File: config.mk
export PLATFORM = sky130hd
export DESIGN_NAME = hlpt_timer
export DESIGN_NICKNAME = d
export VERILOG_FILES = /design/src/verilog/hlpt_pkg.sv /design/src/verilog/hlpt_ers_delay.sv /design/src/verilog/hlpt_postscaler.sv /design/src/verilog/hlpt_timer.sv
export SDC_FILE = /design/constraint.sdc
export NUM_CORES = 1
export LEC_CHECK = 0
export ABC_CLOCK_PERIOD_IN_PS = 2400
export BUFFER_PORTS_ARGS = -buffer_cell sky130_fd_sc_hd__buf_2
export CAP_MARGIN = 20
export CORE_MARGIN = 5
export CORE_UTILIZATION = 45
export CTS_CLUSTER_SIZE = 20
export DETAILED_ROUTE_END_ITERATION = 8
export GPL_ROUTABILITY_DRIVEN = 0
export PLACE_DENSITY_LB_ADDON = 0.25
export SLEW_MARGIN = 5
export SYNTH_ARGS = -nofsm -noshare
export SYNTH_HDL_FRONTEND = slang
export SYNTH_SLANG_ARGS = --single-unit
File: constraint.sdc
create_clock -name clk_i -period 2.4 [get_ports clk_i]
set_input_delay 0.36 -clock clk_i [delete_from_list [all_inputs] [get_ports clk_i]]
set_output_delay 0.36 -clock clk_i [all_outputs]
set_load 0.005 [all_outputs]
File: src/verilog/hlpt_pkg.sv
package hlpt_pkg;

    // ------------------------------------------------------------------
    // widths
    // ------------------------------------------------------------------
    localparam int unsigned DATA_W  = 8;
    localparam int unsigned CNT_W   = 8;
    localparam int unsigned MODE_W  = 5;
    localparam int unsigned POST_W  = 4;
    localparam int unsigned PRE_W   = 7;
    localparam int unsigned PSEL_W  = 3;
    localparam int unsigned ADR_W   = 8;
    localparam int unsigned WB_W    = 32;

    // ------------------------------------------------------------------
    // register byte offsets
    // ------------------------------------------------------------------
    localparam logic [ADR_W-1:0] ADR_COUNT  = 8'h00;
    localparam logic [ADR_W-1:0] ADR_PERIOD = 8'h04;
    localparam logic [ADR_W-1:0] ADR_CTRL   = 8'h08;
    localparam logic [ADR_W-1:0] ADR_MODE   = 8'h0C;
    localparam logic [ADR_W-1:0] ADR_IRQ    = 8'h10;

    // ------------------------------------------------------------------
    // field positions
    // ------------------------------------------------------------------
    localparam int unsigned CTRL_RUN_BIT  = 7;
    localparam int unsigned CTRL_PRE_MSB  = 6;
    localparam int unsigned CTRL_PRE_LSB  = 4;
    localparam int unsigned CTRL_POST_MSB = 3;
    localparam int unsigned CTRL_POST_LSB = 0;
    localparam int unsigned IRQ_EN_BIT    = 0;
    localparam int unsigned IRQ_FLAG_BIT  = 1;

    // ------------------------------------------------------------------
    // reset values and constants
    // ------------------------------------------------------------------
    localparam logic [CNT_W-1:0]  CNT_ZERO    = 8'h00;
    localparam logic [CNT_W-1:0]  CNT_ONE     = 8'h01;
    localparam logic [CNT_W-1:0]  PERIOD_RST  = 8'hFF;
    localparam logic [POST_W-1:0] POST_ZERO   = 4'h0;
    localparam logic [POST_W-1:0] POST_ONE    = 4'h1;
    localparam logic [PRE_W-1:0]  PRE_ZERO    = 7'h00;
    localparam logic [PRE_W-1:0]  PRE_ONE     = 7'h01;
    localparam logic [PRE_W-1:0]  PRE_FULL    = 7'h7F;
    localparam logic [PSEL_W-1:0] PRE_TOP     = 3'h7;
    localparam logic [DATA_W-1:0] DATA_ZERO   = 8'h00;

    // ------------------------------------------------------------------
    // mode codes
    // ------------------------------------------------------------------
    localparam logic [MODE_W-1:0] MODE_SW_GATE  = 5'h00;
    localparam logic [MODE_W-1:0] MODE_HW_GATEH = 5'h01;
    localparam logic [MODE_W-1:0] MODE_HW_GATEL = 5'h02;
    localparam logic [MODE_W-1:0] MODE_LIM_ANY  = 5'h03;
    localparam logic [MODE_W-1:0] MODE_LIM_RISE = 5'h04;
    localparam logic [MODE_W-1:0] MODE_LIM_FALL = 5'h05;
    localparam logic [MODE_W-1:0] MODE_LVL_LO   = 5'h06;
    localparam logic [MODE_W-1:0] MODE_LVL_HI   = 5'h07;
    localparam logic [MODE_W-1:0] MODE_OS_SW    = 5'h08;
    localparam logic [MODE_W-1:0] MODE_OS_RISE  = 5'h09;
    localparam logic [MODE_W-1:0] MODE_OS_FALL  = 5'h0A;
    localparam logic [MODE_W-1:0] MODE_OS_ANY   = 5'h0B;
    localparam logic [MODE_W-1:0] MODE_OSL_RISE = 5'h0C;
    localparam logic [MODE_W-1:0] MODE_OSL_FALL = 5'h0D;
    localparam logic [MODE_W-1:0] MODE_MS_RISE  = 5'h11;
    localparam logic [MODE_W-1:0] MODE_MS_FALL  = 5'h12;
    localparam logic [MODE_W-1:0] MODE_MS_ANY   = 5'h13;

    // start phase of the edge-started modes
    typedef enum logic [2:0] {
        PH_WAIT  = 3'b001,
        PH_COUNT = 3'b010,
        PH_HALT  = 3'b100
    } hlpt_phase_e;

endpackage

File: src/verilog/hlpt_ers_delay.sv
`timescale 1ns/1ps
`default_nettype none

module hlpt_ers_delay
    import hlpt_pkg::*;
(
    // clock and reset
    input  wire logic clk_i,
    input  wire logic rst_i,
    // external signal
    input  wire logic ext_reset_signal_i,
    input  wire logic freeze_i,
    // delayed level and edges
    output logic      level_o,
    output logic      rise_o,
    output logic      fall_o
);

    logic stage1_q;
    logic stage2_q;
    logic prev_q;

    // two-clock delay line; frozen in debug so no new edge is seen, an edge already present stays asserted
    always_ff @(posedge clk_i) begin
        if (rst_i) begin
            stage1_q <= 1'b0;
            stage2_q <= 1'b0;
            prev_q   <= 1'b0;
        end else if (!freeze_i) begin
            stage1_q <= ext_reset_signal_i;
            stage2_q <= stage1_q;
            prev_q   <= stage2_q;
        end
    end

    // edge detect on the delayed level
    assign level_o = stage2_q;
    assign rise_o  = stage2_q & ~prev_q;
    assign fall_o  = ~stage2_q & prev_q;

endmodule

`default_nettype wire

File: src/verilog/hlpt_postscaler.sv
`timescale 1ns/1ps
`default_nettype none

module hlpt_postscaler
    import hlpt_pkg::*;
(
    // clock and reset
    input  wire logic              clk_i,
    input  wire logic              rst_i,
    // control
    input  wire logic              clear_i,
    input  wire logic [POST_W-1:0] ratio_i,
    input  wire logic              match_i,
    // event out
    output logic                   fire_o
);

    logic [POST_W-1:0] cnt_q;
    logic              hit;

    // ratio field n means n+1 matches per event
    assign hit = match_i & (cnt_q == ratio_i);

    // match counter
    always_ff @(posedge clk_i) begin
        if (rst_i || clear_i) begin
            cnt_q <= POST_ZERO;
        end else if (hit) begin
            cnt_q <= POST_ZERO;
        end else if (match_i) begin
            cnt_q <= cnt_q + POST_ONE;
        end
    end

    assign fire_o = hit;

endmodule

`default_nettype wire

File: src/verilog/hlpt_timer.sv
// Decided for this implementation: register access over Wishbone and the register addresses.
`timescale 1ns/1ps
`default_nettype none

module hlpt_timer
    import hlpt_pkg::*;
(
    // clock and reset
    input  wire logic            clk_i,
    input  wire logic            rst_i,
    // wishbone slave
    input  wire logic            wb_cyc_i,
    input  wire logic            wb_stb_i,
    input  wire logic            wb_we_i,
    input  wire logic [ADR_W-1:0] wb_adr_i,
    input  wire logic [3:0]      wb_sel_i,
    input  wire logic [WB_W-1:0] wb_dat_i,
    output logic      [WB_W-1:0] wb_dat_o,
    output logic                 wb_ack_o,
    // external reset source and debug
    input  wire logic            ext_reset_signal_i,
    input  wire logic            freeze_i,
    // timer outputs
    output logic      [CNT_W-1:0] timer_count_o,
    output logic                 period_match_o,
    output logic                 irq_o
);

    // ------------------------------------------------------------------
    // functions
    // ------------------------------------------------------------------

    // edge that triggers the given mode
    function automatic logic trig_edge(input logic [MODE_W-1:0] mode,
                                       input logic rise, input logic fall);
        logic t;
        t = 1'b0;
        case (mode)
            MODE_LIM_ANY, MODE_OS_ANY, MODE_MS_ANY:      t = rise | fall;
            MODE_LIM_RISE, MODE_OS_RISE, MODE_OSL_RISE,
            MODE_MS_RISE:                                t = rise;
            MODE_LIM_FALL, MODE_OS_FALL, MODE_OSL_FALL,
            MODE_MS_FALL:                                t = fall;
            default:                                     t = 1'b0;
        endcase
        return t;
    endfunction

    // prescaler mask: ratio 2^sel
    function automatic logic [PRE_W-1:0] pre_mask(input logic [PSEL_W-1:0] sel);
        return PRE_FULL >> (PRE_TOP - sel);
    endfunction

    // ------------------------------------------------------------------
    // bus slave decode
    // ------------------------------------------------------------------
    logic             ack_q;
    logic [WB_W-1:0]  rdat_q;
    logic             req;
    logic             wr;
    logic             lane0;
    logic             wr_count;
    logic             wr_period;
    logic             wr_ctrl;
    logic             wr_mode;
    logic             wr_irq;
    logic [DATA_W-1:0] wdat;
    logic [DATA_W-1:0] rd_mux;

    // writes commit at the edge where ack is sampled high
    assign req       = wb_cyc_i & wb_stb_i;
    assign lane0     = wb_sel_i[0];
    assign wr        = req & wb_we_i & ack_q & lane0;
    assign wdat      = wb_dat_i[DATA_W-1:0];
    assign wr_count  = wr & (wb_adr_i == ADR_COUNT);
    assign wr_period = wr & (wb_adr_i == ADR_PERIOD);
    assign wr_ctrl   = wr & (wb_adr_i == ADR_CTRL);
    assign wr_mode   = wr & (wb_adr_i == ADR_MODE);
    assign wr_irq    = wr & (wb_adr_i == ADR_IRQ);

    // ------------------------------------------------------------------
    // registers
    // ------------------------------------------------------------------
    logic [CNT_W-1:0]  count_q;
    logic [CNT_W-1:0]  count_d;
    logic [CNT_W-1:0]  period_q;
    logic [CNT_W-1:0]  shadow_q;
    logic              run_q;
    logic              run_d;
    logic [PSEL_W-1:0] psel_q;
    logic [POST_W-1:0] post_q;
    logic [MODE_W-1:0] mode_q;
    logic              irq_en_q;
    logic              irq_flag_q;
    logic              irq_flag_d;
    logic [PRE_W-1:0]  pre_q;
    hlpt_phase_e       phase_q;
    hlpt_phase_e       phase_d;
    logic              match_q;
    logic              irq_q;

    // read multiplexer, unmapped reads zero
    assign rd_mux = (wb_adr_i == ADR_COUNT)  ? count_q :
                    (wb_adr_i == ADR_PERIOD) ? period_q :
                    (wb_adr_i == ADR_CTRL)   ? {run_q, psel_q, post_q} :
                    (wb_adr_i == ADR_MODE)   ? {{(DATA_W-MODE_W){1'b0}}, mode_q} :
                    (wb_adr_i == ADR_IRQ)    ? {6'h00, irq_flag_q, irq_en_q} :
                                               DATA_ZERO;

    // ack one cycle after request, dropped the cycle after
    always_ff @(posedge clk_i) begin
        if (rst_i) begin
            ack_q  <= 1'b0;
            rdat_q <= 32'h0000_0000;
        end else begin
            ack_q <= req & ~ack_q;
            if (req && !ack_q) begin
                rdat_q <= {24'h00_0000, rd_mux};
            end
        end
    end

    // ------------------------------------------------------------------
    // external signal conditioning
    // ------------------------------------------------------------------
    logic ers_level;
    logic ers_rise;
    logic ers_fall;

    // delayed and freeze-gated external signal
    hlpt_ers_delay u_ers (
        .clk_i              (clk_i),
        .rst_i              (rst_i),
        .ext_reset_signal_i (ext_reset_signal_i),
        .freeze_i           (freeze_i),
        .level_o            (ers_level),
        .rise_o             (ers_rise),
        .fall_o             (ers_fall)
    );

    // ------------------------------------------------------------------
    // mode classes
    // ------------------------------------------------------------------
    logic is_gate;
    logic is_edge_lim;
    logic is_lvl_lim;
    logic is_os_sw;
    logic is_os_edge;
    logic is_os_lim;
    logic is_mono;
    logic is_valid;
    logic is_edge_start;
    logic is_one_shot;

    assign is_gate       = (mode_q == MODE_SW_GATE) | (mode_q == MODE_HW_GATEH) |
                           (mode_q == MODE_HW_GATEL);
    assign is_edge_lim   = (mode_q == MODE_LIM_ANY) | (mode_q == MODE_LIM_RISE) |
                           (mode_q == MODE_LIM_FALL);
    assign is_lvl_lim    = (mode_q == MODE_LVL_LO) | (mode_q == MODE_LVL_HI);
    assign is_os_sw      = (mode_q == MODE_OS_SW);
    assign is_os_edge    = (mode_q == MODE_OS_RISE) | (mode_q == MODE_OS_FALL) |
                           (mode_q == MODE_OS_ANY);
    assign is_os_lim     = (mode_q == MODE_OSL_RISE) | (mode_q == MODE_OSL_FALL);
    assign is_mono       = (mode_q == MODE_MS_RISE) | (mode_q == MODE_MS_FALL) |
                           (mode_q == MODE_MS_ANY);
    assign is_edge_start = is_os_edge | is_os_lim | is_mono;
    assign is_one_shot   = is_os_sw | is_os_edge | is_os_lim;
    assign is_valid      = is_gate | is_edge_lim | is_lvl_lim | is_one_shot | is_mono;

    // ------------------------------------------------------------------
    // trigger and gating terms
    // ------------------------------------------------------------------
    logic trig;
    logic start_edge;
    logic lvl_hold;
    logic gate_ok;
    logic started;
    logic count_en;
    logic tick;
    logic step;
    logic match;
    logic ext_rst;

    assign trig       = trig_edge(mode_q, ers_rise, ers_fall);
    assign started    = (phase_q == PH_COUNT);
    // a start edge counts only once run is set and not yet started
    assign start_edge = is_edge_start & run_q & trig & ~started;

    // level limit: reset level depends on the code, ignored when stopped
    assign lvl_hold   = is_lvl_lim & run_q &
                        (ers_level == (mode_q == MODE_LVL_HI));

    // hardware gate polarity
    assign gate_ok    = (mode_q == MODE_HW_GATEH) ? ers_level :
                        (mode_q == MODE_HW_GATEL) ? ~ers_level : 1'b1;

    // counting permission per mode class
    assign count_en   = (is_gate & run_q & gate_ok) |
                        (is_edge_lim & run_q) |
                        (is_lvl_lim & run_q & ~lvl_hold) |
                        (is_os_sw & run_q) |
                        (is_edge_start & run_q & started);

    // early resets from the external signal
    assign ext_rst    = (is_edge_lim & run_q & trig) |
                        (is_os_lim & run_q & started & trig) |
                        lvl_hold;

    // prescaler rollover and period compare against the shadow
    assign tick  = is_valid & ((pre_q & pre_mask(psel_q)) == pre_mask(psel_q));
    assign step  = is_valid & count_en & tick & ~ext_rst;
    assign match = step & (count_q == shadow_q);

    // ------------------------------------------------------------------
    // next-state terms
    // ------------------------------------------------------------------

    // count: write, external reset, period wrap, increment
    assign count_d = wr_count ? wdat :
                     ext_rst  ? CNT_ZERO :
                     match    ? CNT_ZERO :
                     step     ? count_q + CNT_ONE :
                                count_q;

    // run bit: software write wins, one-shot match clears it
    assign run_d = wr_ctrl ? wdat[CTRL_RUN_BIT] :
                   (match & is_one_shot) ? 1'b0 :
                   run_q;

    // phase of the edge-started modes
    always_comb begin
        phase_d = phase_q;
        case (phase_q)
            PH_WAIT: begin
                if (start_edge) begin
                    phase_d = PH_COUNT;
                end
            end
            PH_COUNT: begin
                if (match && is_mono) begin
                    phase_d = PH_HALT;
                end else if (match) begin
                    phase_d = PH_WAIT;
                end
            end
            PH_HALT: begin
                if (start_edge) begin
                    phase_d = PH_COUNT;
                end
            end
            default: begin
                phase_d = PH_WAIT;
            end
        endcase
        // stopping forgets the start, so a fresh edge is needed
        if (!run_q || !is_edge_start) begin
            phase_d = PH_WAIT;
        end
    end

    // sticky request flag, a new event beats a clear
    logic post_fire;

    assign irq_flag_d = post_fire ? 1'b1 :
                        (wr_irq & wdat[IRQ_FLAG_BIT]) ? 1'b0 :
                        irq_flag_q;

    // postscaler counts period matches
    hlpt_postscaler u_post (
        .clk_i   (clk_i),
        .rst_i   (rst_i),
        .clear_i (wr_ctrl),
        .ratio_i (post_q),
        .match_i (match),
        .fire_o  (post_fire)
    );

    // ------------------------------------------------------------------
    // timer state
    // ------------------------------------------------------------------

    // counter, run bit and phase
    always_ff @(posedge clk_i) begin
        if (rst_i) begin
            count_q <= CNT_ZERO;
            run_q   <= 1'b0;
            phase_q <= PH_WAIT;
        end else begin
            count_q <= count_d;
            run_q   <= run_d;
            phase_q <= phase_d;
        end
    end

    // prescaler, restarted by count or control writes
    always_ff @(posedge clk_i) begin
        if (rst_i || wr_count || wr_ctrl) begin
            pre_q <= PRE_ZERO;
        end else if (tick) begin
            pre_q <= PRE_ZERO;
        end else if (is_valid) begin
            pre_q <= pre_q + PRE_ONE;
        end
    end

    // period shadow reload events
    always_ff @(posedge clk_i) begin
        if (rst_i) begin
            shadow_q <= PERIOD_RST;
        end else if (wr_count || wr_ctrl || match || ext_rst) begin
            shadow_q <= period_q;
        end
    end

    // software registers
    always_ff @(posedge clk_i) begin
        if (rst_i) begin
            period_q <= PERIOD_RST;
            psel_q   <= 3'h0;
            post_q   <= POST_ZERO;
            mode_q   <= MODE_SW_GATE;
            irq_en_q <= 1'b0;
        end else begin
            if (wr_period) begin
                period_q <= wdat;
            end
            if (wr_ctrl) begin
                psel_q <= wdat[CTRL_PRE_MSB:CTRL_PRE_LSB];
                post_q <= wdat[CTRL_POST_MSB:CTRL_POST_LSB];
            end
            if (wr_mode) begin
                mode_q <= wdat[MODE_W-1:0];
            end
            if (wr_irq) begin
                irq_en_q <= wdat[IRQ_EN_BIT];
            end
        end
    end

    // flag and registered outputs
    always_ff @(posedge clk_i) begin
        if (rst_i) begin
            irq_flag_q <= 1'b0;
            match_q    <= 1'b0;
            irq_q      <= 1'b0;
        end else begin
            irq_flag_q <= irq_flag_d;
            match_q    <= match;
            irq_q      <= irq_flag_d & irq_en_q;
        end
    end

    // ------------------------------------------------------------------
    // outputs
    // ------------------------------------------------------------------
    assign wb_ack_o       = ack_q;
    assign wb_dat_o       = rdat_q;
    assign timer_count_o  = count_q;
    assign period_match_o = match_q;
    assign irq_o          = irq_q;

endmodule

`default_nettype wire
==> results_dict.tcl, run 1 <==
set metrics [dict create \
    critPathLaunchType "register" \
    power.combinational.fraction_pct 5.4 \
    die_boundary_height_um 103 \
    insertedDiodeCount 0 \
    yosysWarnings 0 \
    floorplan.die_area_mm2 0.0106 \
    timing.reg2reg.setup_slack_ns 0.13 \
    drive_gt1_share_pct 21.6 \
    worstPathBufferInverterCount 1 \
    antenna_found_initial 0 \
    synthFlopType "dfxtp_1" \
    max_slew.worst_pin.slew_ns 0.782 \
    cts.root.buffer_cell "clkbuf_8" \
    floorplan.initialDensity_pct 46.7 \
    required_ns 2.69 \
    grt_pass1_vias 3175 \
    switchingPower_mw 0.542 \
    fillCellCount 773 \
    slowest_stage_cell_cp "dfxtp_1" \
    fin_setup_tns_ns 0 \
    largest_delay_share_family_worst_path "simple AND/OR/NAND/NOR gates" \
    critical-path-max-stage-delay_ns 0.43 \
    critical_path_peak_fanout 13 \
    final.min_clock_period_ns 2.27 \
    area_delta_synth_final_pct 15.2 \
    critical_path_arrival_ns 2.56 \
    maximum_level_of_the_cts_h_tree 3 \
    timing.fmax_mhz 441 \
    ys_seq_area_share_pct 34.6 \
    wire_length_of_the_first_global_routing_pass_um 15900 \
    die_width_um 103 \
    pwr_density_cell_mw_per_mm2 488 \
    cap_violations 0 \
    crit_chain "nand2b_1 -> a2111oi_4 -> and2_1 -> o211a_4 -> nand3_4 -> buf_4 -> or3_1 -> a21oi_1" \
    hold_viol 0 \
    sequential_cell_area_mm2 0.00134 \
    cts_repair_resize_count 0 \
    cts-hold-fix-buffers 0 \
    worstSetupPathDepth 8 \
    grt_setup_unrepaired "no" \
    clk_pin_slew_ns 0.08 \
    ys_seq_elements 67 \
    worstSetupPathType "reg2reg" \
    finalNetCount 567 \
    netlist_area_mm2 0.00388 \
    placement.io_buffers 42 \
    drt_drc_violations_left 0 \
    iteration_count_of_the_initial_detailed_routing_pass 5 \
    syn-mean-instance-area_um2 8.59 \
    core_area_mm2 0.00830 \
    clk-insertion-delay-late_ns 0.35 \
    place_hpwl_um 7480 \
    ctsLongestPathBuffers 2 \
    crit_start "mode_q[1]" \
    power_report.internal_total_mw 1.64 \
    most-common-layout-cells "nor2_1 (70), dfxtp_1 (66), buf_2 (42)" \
    finalWirelength_um 9980 \
    cts_setup_buffers 0 \
    hold_class "in2reg" \
    final-max-slew-violation-count 0 \
    detailedRoute.firstIterationViolations 219 \
    syn_inst_count 451 \
    status "completed" \
    p_sw_share_pct 24.8 \
    multi_input_area_mm2 0.00227 \
    netlist-cell-type-count 63 \
    detail-route-antenna-nets 0 \
    power.static_leakage_nw 1.82 \
    async_flop_share_pct 0 \
    globalRouteOverflowTotal 0 \
    clockPowerShare_pct 43.0 \
    largest_net_degree_at_the_start_of_global_routing 45 \
    tightest_slew_margin_relative_to_the_limit_pct 47.9 \
    placement_rows 33 \
    power_frac_seq_pct 51.7 \
    layout_commonest_cell "nor2_1" \
    critPathCapture "u_post.cnt_q[2]" \
    min_period_over_period_pct 94.6 \
    wl_per_cell_um 16.1 \
    global_route.usage.total_pct 19.5 \
    setup_viol_count_final 0 \
    skew_ns 0.0125 \
    synth_enable_flop_cells 0 \
    r2r_end "u_post.cnt_q[2]" \
    tritoncts_num_sinks 67 \
    r2r_cells 8 \
    cts_tree "built" \
    peakVddDrop_mv 0.261 \
    worst_r2r_startpoint "mode_q[1]" \
    tritoncts.num_buffers 9 \
    vias 3411 \
    num_io_pins 94 \
    viasPerCell 5.50 \
    setup.worst_path.end_class "register" \
    finish.utilization_pct 53.8 \
]
## worst register-to-register path, stage by stage, from the launching register on
cell       delay [ns]
dfxtp_1          0.43
nand2b_1         0.24
a2111oi_4        0.36
and2_1           0.19
o211a_4          0.23
nand3_4          0.14
buf_4            0.19
or3_1            0.30
a21oi_1          0.14
## kinds of logic after synthesis
| kind of cell | share of synthesized area (%) |
|---|---|
| other | 0.0967 |
| buffers and inverters | 9.68 |
| xor gates and xnor gates | 5.20 |
| DFF | 34.6 |
| AOI/OAI and AO/OA | 17.7 |
| muxes | 7.49 |
| adders and majority gates | 1.61 |
| and+or+nand+nor | 23.7 |
## power by group through the flow
stage	registers [mW]	clock network [mW]	logic [mW]
finish	1.13	0.937	0.117
global route	1.13	1.01	0.130
CTS	1.13	0.952	0.115
detailed placement	1.15	0	0.115
global placement	1.15	0	0.113
floorplan	1.15	0	0.0870
## registers in the layout (all words and copies together) (netlist names), 3 cells and up
register	flops
pre_q	7
shadow_q	8
timer_count_o	8
period_q	8
phase_q	3
mode_q	5
wb_dat_o	8
post_q	4
u_post.cnt_q	4
psel_q	3
## Yosys cell counts, types with 5 or more instances
cell      number  area, um^2
a211o_1        8        70.1
a211oi_1       5        37.5
a21oi_1       20         100
a32oi_1        7        61.3
and2_1         6        37.5
buf_2          9        45.0
buf_4         27         203
clkbuf_1       9        33.8
dfxtp_1       67        1340
ha_1           5        62.6
inv_1         12        45.0
mux2i_1       29         290
nand2_1       26        97.6
nand2b_1       5        31.3
nand3_1        9        45.0
nand3b_1       9        67.6
nand4_1        6        37.5
nor2_1        70         263
nor2b_1       11        68.8
nor3_1         8        40.0
o21ai_0        9        45.0
xnor2_1       10        87.6
xor2_1        13         114
## per-stage QoR
step                hold slack [ns]  total power [mW]  setup WS [ns]  instance area [um^2]  std cells
floorplan                     0.448              1.24          0.280                  3960        474
global placement              0.462              1.27          0.169                  4260        605
detailed placement            0.482              1.27          0.108                  4260        605
CTS                           0.228              2.19         0.0988                  4450        620
global route                  0.236              2.27         0.0166                  4470        620
finish                        0.229              2.18          0.130                  4470        620
## metal layers
| metal | global-route usage, % | vias up | routed length, um |
|---|---|---|---|
| li1 | - | 1674 | - |
| met1 | 27.6 | 1585 | 4600 |
| met2 | 28.8 | 134 | 4320 |
| met3 | 5.07 | 18 | 867 |
| met4 | 6.77 | 0 | 194 |
| met5 | 0 | - | 0 |
## area by class of cell
cell class	instances	area share [%]
multi-input combinational	345	50.8
sequential	67	30.1
timing repair buffer	76	11.0
tap	105	2.94
clock buffer	9	2.77
clock inverter	6	1.48
inverter	12	1.01
## worst min-delay path by stage
stage | from | endpoint | slack [ns] | depth (start not counted)
5_1_grt | ext_reset_signal_i | u_ers.stage1_q | 0.24 | 3
6_report | ext_reset_signal_i | u_ers.stage1_q | 0.23 | 3
4_1_cts | ext_reset_signal_i | u_ers.stage1_q | 0.23 | 3
2_1_floorplan | irq_flag_q | irq_flag_q | 0.45 | 2
3_3_place_gp | irq_flag_q | irq_flag_q | 0.46 | 2
3_5_place_dp | irq_flag_q | irq_flag_q | 0.48 | 2
Power figures use the tool's default switching activity.
==> inputs of run 2 (changes only) <==
Settings changed: CORE_UTILIZATION 45 to 50, PLACE_DENSITY set to 0.75, PLACE_DENSITY_LB_ADDON 0.25 to unset.
==> run 2 against run 1 <==
Effect of this change: final cell count is 0.81% lower; wire length fell by 1.4%; clock-buffer cell count stayed put; cell area shrank 0.11%; sequential share of layout area grew 0.090 points; fmax increased by 0.45%; critical path type unchanged; sequential cell count did not move; non-clock buffer count shrank 3; critical path depth is 1 higher.
==> results_dict.tcl, run 2 (synthesized netlist as in run 1, its figures left out) <==
set metrics [dict create \
    tritoncts.num_buffers 9 \
    largest_net_degree_at_the_start_of_global_routing 38 \
    cts_setup_buffers 0 \
    floorplan.die_area_mm2 0.00961 \
    worst_r2r_startpoint "mode_q[0]" \
    grt_setup_unrepaired "no" \
    setup.worst_path.end_class "register" \
    power.static_leakage_nw 1.82 \
    die_width_um 98.0 \
    met1_usage_pct 28.5 \
    area_delta_synth_final_pct 15.1 \
    skew_ns 0.00839 \
    timing.fmax_mhz 442 \
    drt_drc_violations_left 0 \
    cts_repair_resize_count 0 \
    min_to "u_ers.stage1_q" \
    r2r_end "u_post.cnt_q[3]" \
    tightest_slew_margin_relative_to_the_limit_pct 48.6 \
    placement.io_buffers 42 \
    insertedDiodeCount 0 \
    most-common-layout-cells "nor2_1 (70), dfxtp_1 (64), buf_2 (42)" \
    holdCritStartpoint "ext_reset_signal_i" \
    floorplan.initialDensity_pct 50.7 \
    drive_gt1_share_pct 21.4 \
    r2r_cells 9 \
    max_slew.worst_pin.slew_ns 0.768 \
    clk-insertion-delay-late_ns 0.36 \
    peakVddDrop_mv 0.271 \
    detailedRoute.firstIterationViolations 190 \
    critPathLaunchType "register" \
    viasPerCell 5.63 \
    layout_commonest_cell "nor2_1" \
    iteration_count_of_the_initial_detailed_routing_pass 5 \
    final-max-slew-violation-count 0 \
    required_ns 2.69 \
    groute.layer.met3.usage_pct 4.64 \
    placement_rows 32 \
    ctsLongestPathBuffers 2 \
    cts-hold-fix-buffers 0 \
    min_period_over_period_pct 94.2 \
    worstSetupPathType "reg2reg" \
    place_hpwl_um 7330 \
    wl_per_cell_um 16.0 \
    core_area_mm2 0.00765 \
    die_boundary_height_um 98.0 \
    detail-route-antenna-nets 0 \
    finalNetCount 564 \
    power_frac_seq_pct 47.0 \
    finalWirelength_um 9840 \
    wire_length_of_the_first_global_routing_pass_um 16000 \
    final.min_clock_period_ns 2.26 \
    fillCellCount 694 \
    pwr_density_cell_mw_per_mm2 537 \
    tritoncts_num_sinks 67 \
    maximum_level_of_the_cts_h_tree 3 \
    fin_setup_tns_ns 0 \
    critical_path_arrival_ns 2.55 \
    grt_pass1_vias 3240 \
    gr-max-usage-layer "met2" \
    groute.layer.met2.usage_pct 30.9 \
    p_sw_share_pct 22.8 \
    critical_path_peak_fanout 7 \
    cts.root.buffer_cell "clkbuf_8" \
    worst_hold_path.num_cells 3 \
    global_route.usage.total_pct 20.6 \
    finish.utilization_pct 58.3 \
    globalRouteOverflowTotal 0 \
    switchingPower_mw 0.546 \
    antenna_found_initial 0 \
    multi_input_area_mm2 0.00226 \
    status "completed" \
    vias 3461 \
    sequential_cell_area_mm2 0.00135 \
    layout_setup_ws_ns 0.140 \
    pre_cts_ws_ns 0.0594 \
    power_report.internal_total_mw 1.85 \
    clockPowerShare_pct 48.2 \
    hold_class "in2reg" \
    power.combinational.fraction_pct 4.8 \
    setup_viol_count_final 0 \
    hold_viol 0 \
    timing.reg2reg.setup_slack_ns 0.14 \
    cap_violations 0 \
    hold-worst-slack_ns 0.235 \
    cts_tree "built" \
    clk_pin_slew_ns 0.07 \
    num_io_pins 94 \
]
run 2: changes by cell type in the layout (fill, tap and decap cells not counted), sizes merged:
cell      previous run  this run
bufinv               1         3
clkinvlp             3         1
clkinv               1         3
inv                 13        12
buf                 76        73
run 2: worst max-delay path, cell delays in order, from the launching register on:
cell and delay (ns):
dfxtp_1 0.47, buf_4 0.18, nor3_1 0.07, a2111oi_4 0.30, and2_1 0.20, o211a_4 0.22, nand3_4 0.09, buf_4 0.16
or3_1 0.34, a21oi_1 0.15
run 2: final cells by class:
cell class                      instances  share of cell area [%]
Sequential cell                        67                    30.1
Tap cell                              102                    2.86
Clock inverter                          7                    2.61
Clock buffer                            9                    2.78
Multi-Input combinational cell        345                    50.7
Inverter                               12                    1.01
Timing Repair Buffer                   73                    9.93
run 2: per-layer routing:
metal,up-vias,share of wire [%]
met5,-,0
met4,0,1.8
met3,16,6.9
met2,138,45
met1,1642,46
li1,1665,-
run 2: power by group through the flow:
stage / clock network [mW] / logic [mW] / registers, mW
2_1_floorplan: 0 / 0.0870 / 1.15
3_3_place_gp: 0 / 0.110 / 1.15
3_5_place_dp: 0 / 0.112 / 1.15
4_1_cts: 1.17 / 0.113 / 1.13
5_1_grt: 1.22 / 0.125 / 1.13
6_report: 1.15 / 0.115 / 1.13
run 2: per-stage QoR:
| stage | power, mW | cell area, um^2 | instances |
|---|---|---|---|
| 2_1_floorplan | 1.24 | 3960 | 474 |
| 6_report | 2.40 | 4460 | 615 |
| 5_1_grt | 2.48 | 4460 | 615 |
| 3_3_place_gp | 1.26 | 4210 | 599 |
| 4_1_cts | 2.41 | 4450 | 615 |
| 3_5_place_dp | 1.27 | 4210 | 599 |
run 2: how the worst max path moves through the flow:
stage                  start                to  slack (ns)
2_1_floorplan  u_ers.level_o       shadow_q[0]        0.28
3_3_place_gp   u_ers.level_o       shadow_q[5]        0.15
3_5_place_dp     wb_adr_i[4]       shadow_q[1]        0.06
4_1_cts        u_ers.level_o       shadow_q[1]        0.06
5_1_grt            mode_q[2]  timer_count_o[7]        0.02
6_report           mode_q[0]   u_post.cnt_q[3]        0.14
==> inputs of run 3 (changes only) <==
Settings changed: BUFFER_PORTS_ARGS -buffer_cell sky130_fd_sc_hd__buf_2 to -buffer_cell sky130_fd_sc_hd__buf_4.
==> run 3 against run 2 <==
Effect of this change: core utilization increased by 1.5 points; final cell count increased by 0.16%; first-iteration DRC count increased by 29%; worst setup slack better by 0.043 ns; sequential cell count unchanged; sequential share of layout area shrank 0.71 points; via count is 2.8% lower; highest routed layer unchanged; combinational power up 9.6%; non-clock buffer count up 1.
==> results_dict.tcl, run 3 (synthesized netlist as in run 1, its figures left out) <==
set metrics [dict create \
    cts_tree "built" \
    min_period_over_period_pct 92.4 \
    fillCellCount 677 \
    ctsLongestPathBuffers 2 \
    final_cells 616 \
    wire_length_of_the_first_global_routing_pass_um 15600 \
    finalWirelength_um 9640 \
    cts_setup_buffers 0 \
    max_slew.worst_pin.slew_ns 0.759 \
    detailedRoute.firstIterationViolations 245 \
    most-common-layout-cells "buf_4 (72), nor2_1 (70), dfxtp_1 (63)" \
    fin_setup_tns_ns 0 \
    drt_drc_violations_left 0 \
    global_route.usage.total_pct 20.0 \
    die_width_um 98.0 \
    cts.root.buffer_cell "clkbuf_8" \
    critPathCapture "timer_count_o[5]" \
    floorplan.die_area_mm2 0.00961 \
    layout_commonest_cell "buf_4" \
    r2r_cells 8 \
    critical_path_peak_fanout 13 \
    setup.worst_path.end_class "register" \
    hold_viol 0 \
    globalRouteOverflowTotal 0 \
    worst_r2r_startpoint "mode_q[4]" \
    maximum_level_of_the_cts_h_tree 3 \
    hold_class "in2reg" \
    crit_start "mode_q[4]" \
    tritoncts_num_sinks 67 \
    peakVddDrop_mv 0.339 \
    die_boundary_height_um 98.0 \
    floorplan.initialDensity_pct 50.7 \
    detail-route-antenna-nets 0 \
    timing.fmax_mhz 451 \
    design_power_total_mw 2.29 \
    setup_viol_count_final 0 \
    place_hpwl_um 7080 \
    worstSetupPathType "reg2reg" \
    viasPerCell 5.46 \
    clk_pin_slew_ns 0.07 \
    placedCellCount 600 \
    placement_rows 32 \
    clk-insertion-delay-late_ns 0.34 \
    wl_per_cell_um 15.6 \
    required_ns 2.62 \
    largest_net_degree_at_the_start_of_global_routing 67 \
    tightest_slew_margin_relative_to_the_limit_pct 49.2 \
    pwr_density_cell_mw_per_mm2 501 \
    skew_ns 0.00985 \
    cap_violations 0 \
    grt_setup_unrepaired "no" \
    finalNetCount 565 \
    critPathLaunchType "register" \
    power.static_leakage_nw 1.85 \
    antenna_found_initial 0 \
    insertedDiodeCount 0 \
    final-max-slew-violation-count 0 \
    timing.reg2reg.setup_slack_ns 0.18 \
    iteration_count_of_the_initial_detailed_routing_pass 5 \
    grt_pass1_vias 3225 \
    area_delta_synth_final_pct 18.0 \
    vias 3365 \
    r2r_end "timer_count_o[5]" \
    num_io_pins 94 \
    drive_gt1_share_pct 21.4 \
    critical_path_arrival_ns 2.44 \
    core_area_mm2 0.00765 \
    placement.io_buffers 42 \
    status "completed" \
    final.min_clock_period_ns 2.22 \
    tritoncts.num_buffers 9 \
]
## run 3: changes by cell type in the layout (fill, tap and decap cells not counted), moves of 2 or more
cell,previous run,this run
buf_2,42,0
buf_4,31,72
buf_12,0,2
clkbuf_1,0,2
## run 3: critical path: stages (launching register included)
cell	delay, ns
dfxtp_1	0.59
nor2_1	0.19
a2111oi_4	0.23
and2_1	0.19
o211a_4	0.21
nand3_4	0.14
buf_12	0.18
a32oi_1	0.20
o221ai_1	0.15
## run 3: area by class of cell
cell class / instances / area, um^2 / area share (%)
multi-input cells: 345 / 2260 / 49.3
flip-flops and latches: 67 / 1350 / 29.4
repair buffers: 74 / 581 / 12.7
clock inverters: 4 / 73.8 / 1.61
clock buffers: 12 / 145 / 3.17
well taps: 102 / 128 / 2.79
inverters: 12 / 45.0 / 0.985
## run 3: worst min-delay path by stage
stage / startpoint / to / slack [ns] / cells after the start
final: wb_dat_i[7] / period_q[7] / 0.25 / 2
after global routing: ext_reset_signal_i / u_ers.stage1_q / 0.24 / 3
after CTS: ext_reset_signal_i / u_ers.stage1_q / 0.23 / 3
after detailed placement: irq_flag_q / irq_flag_q / 0.47 / 2
after global placement: irq_flag_q / irq_flag_q / 0.46 / 2
after floorplan: irq_flag_q / irq_flag_q / 0.45 / 2
## run 3: metrics by stage
step	hold slack (ns)	utilization (%)	setup slack [ns]	cell area (um^2)
after detailed placement	0.469	56.8	0.0993	4350
after global routing	0.244	59.8	0.0422	4570
final	0.247	59.8	0.183	4570
after global placement	0.462	56.8	0.185	4350
after floorplan	0.448	-	0.280	3960
after CTS	0.231	59.7	0.128	4570
## run 3: layer usage
layer | GRT usage (%) | routed length, um | vias up
met5 | 0 | 0 | -
met4 | 9.37 | 182 | 0
met3 | 4.71 | 750 | 16
met2 | 30.5 | 4280 | 124
met1 | 26.7 | 4420 | 1558
li1 | - | - | 1667
## run 3: timing repair
| item | in CTS | in global routing |
|---|---|---|
| endpoints found under the setup margin | 0 | 12 |
| hold endpoints to repair | 0 | 0 |
| hold buffers | 0 | 0 |
| resized for setup | 0 | 5 |
## run 3: report_power, final
part	leakage (nW)	switching [mW]	total, mW	internal (mW)
Combinational	1.19	0.0719	0.126	0.0546
Sequential	0.544	0.00743	1.13	1.12
Clock	0.111	0.424	1.04	0.614
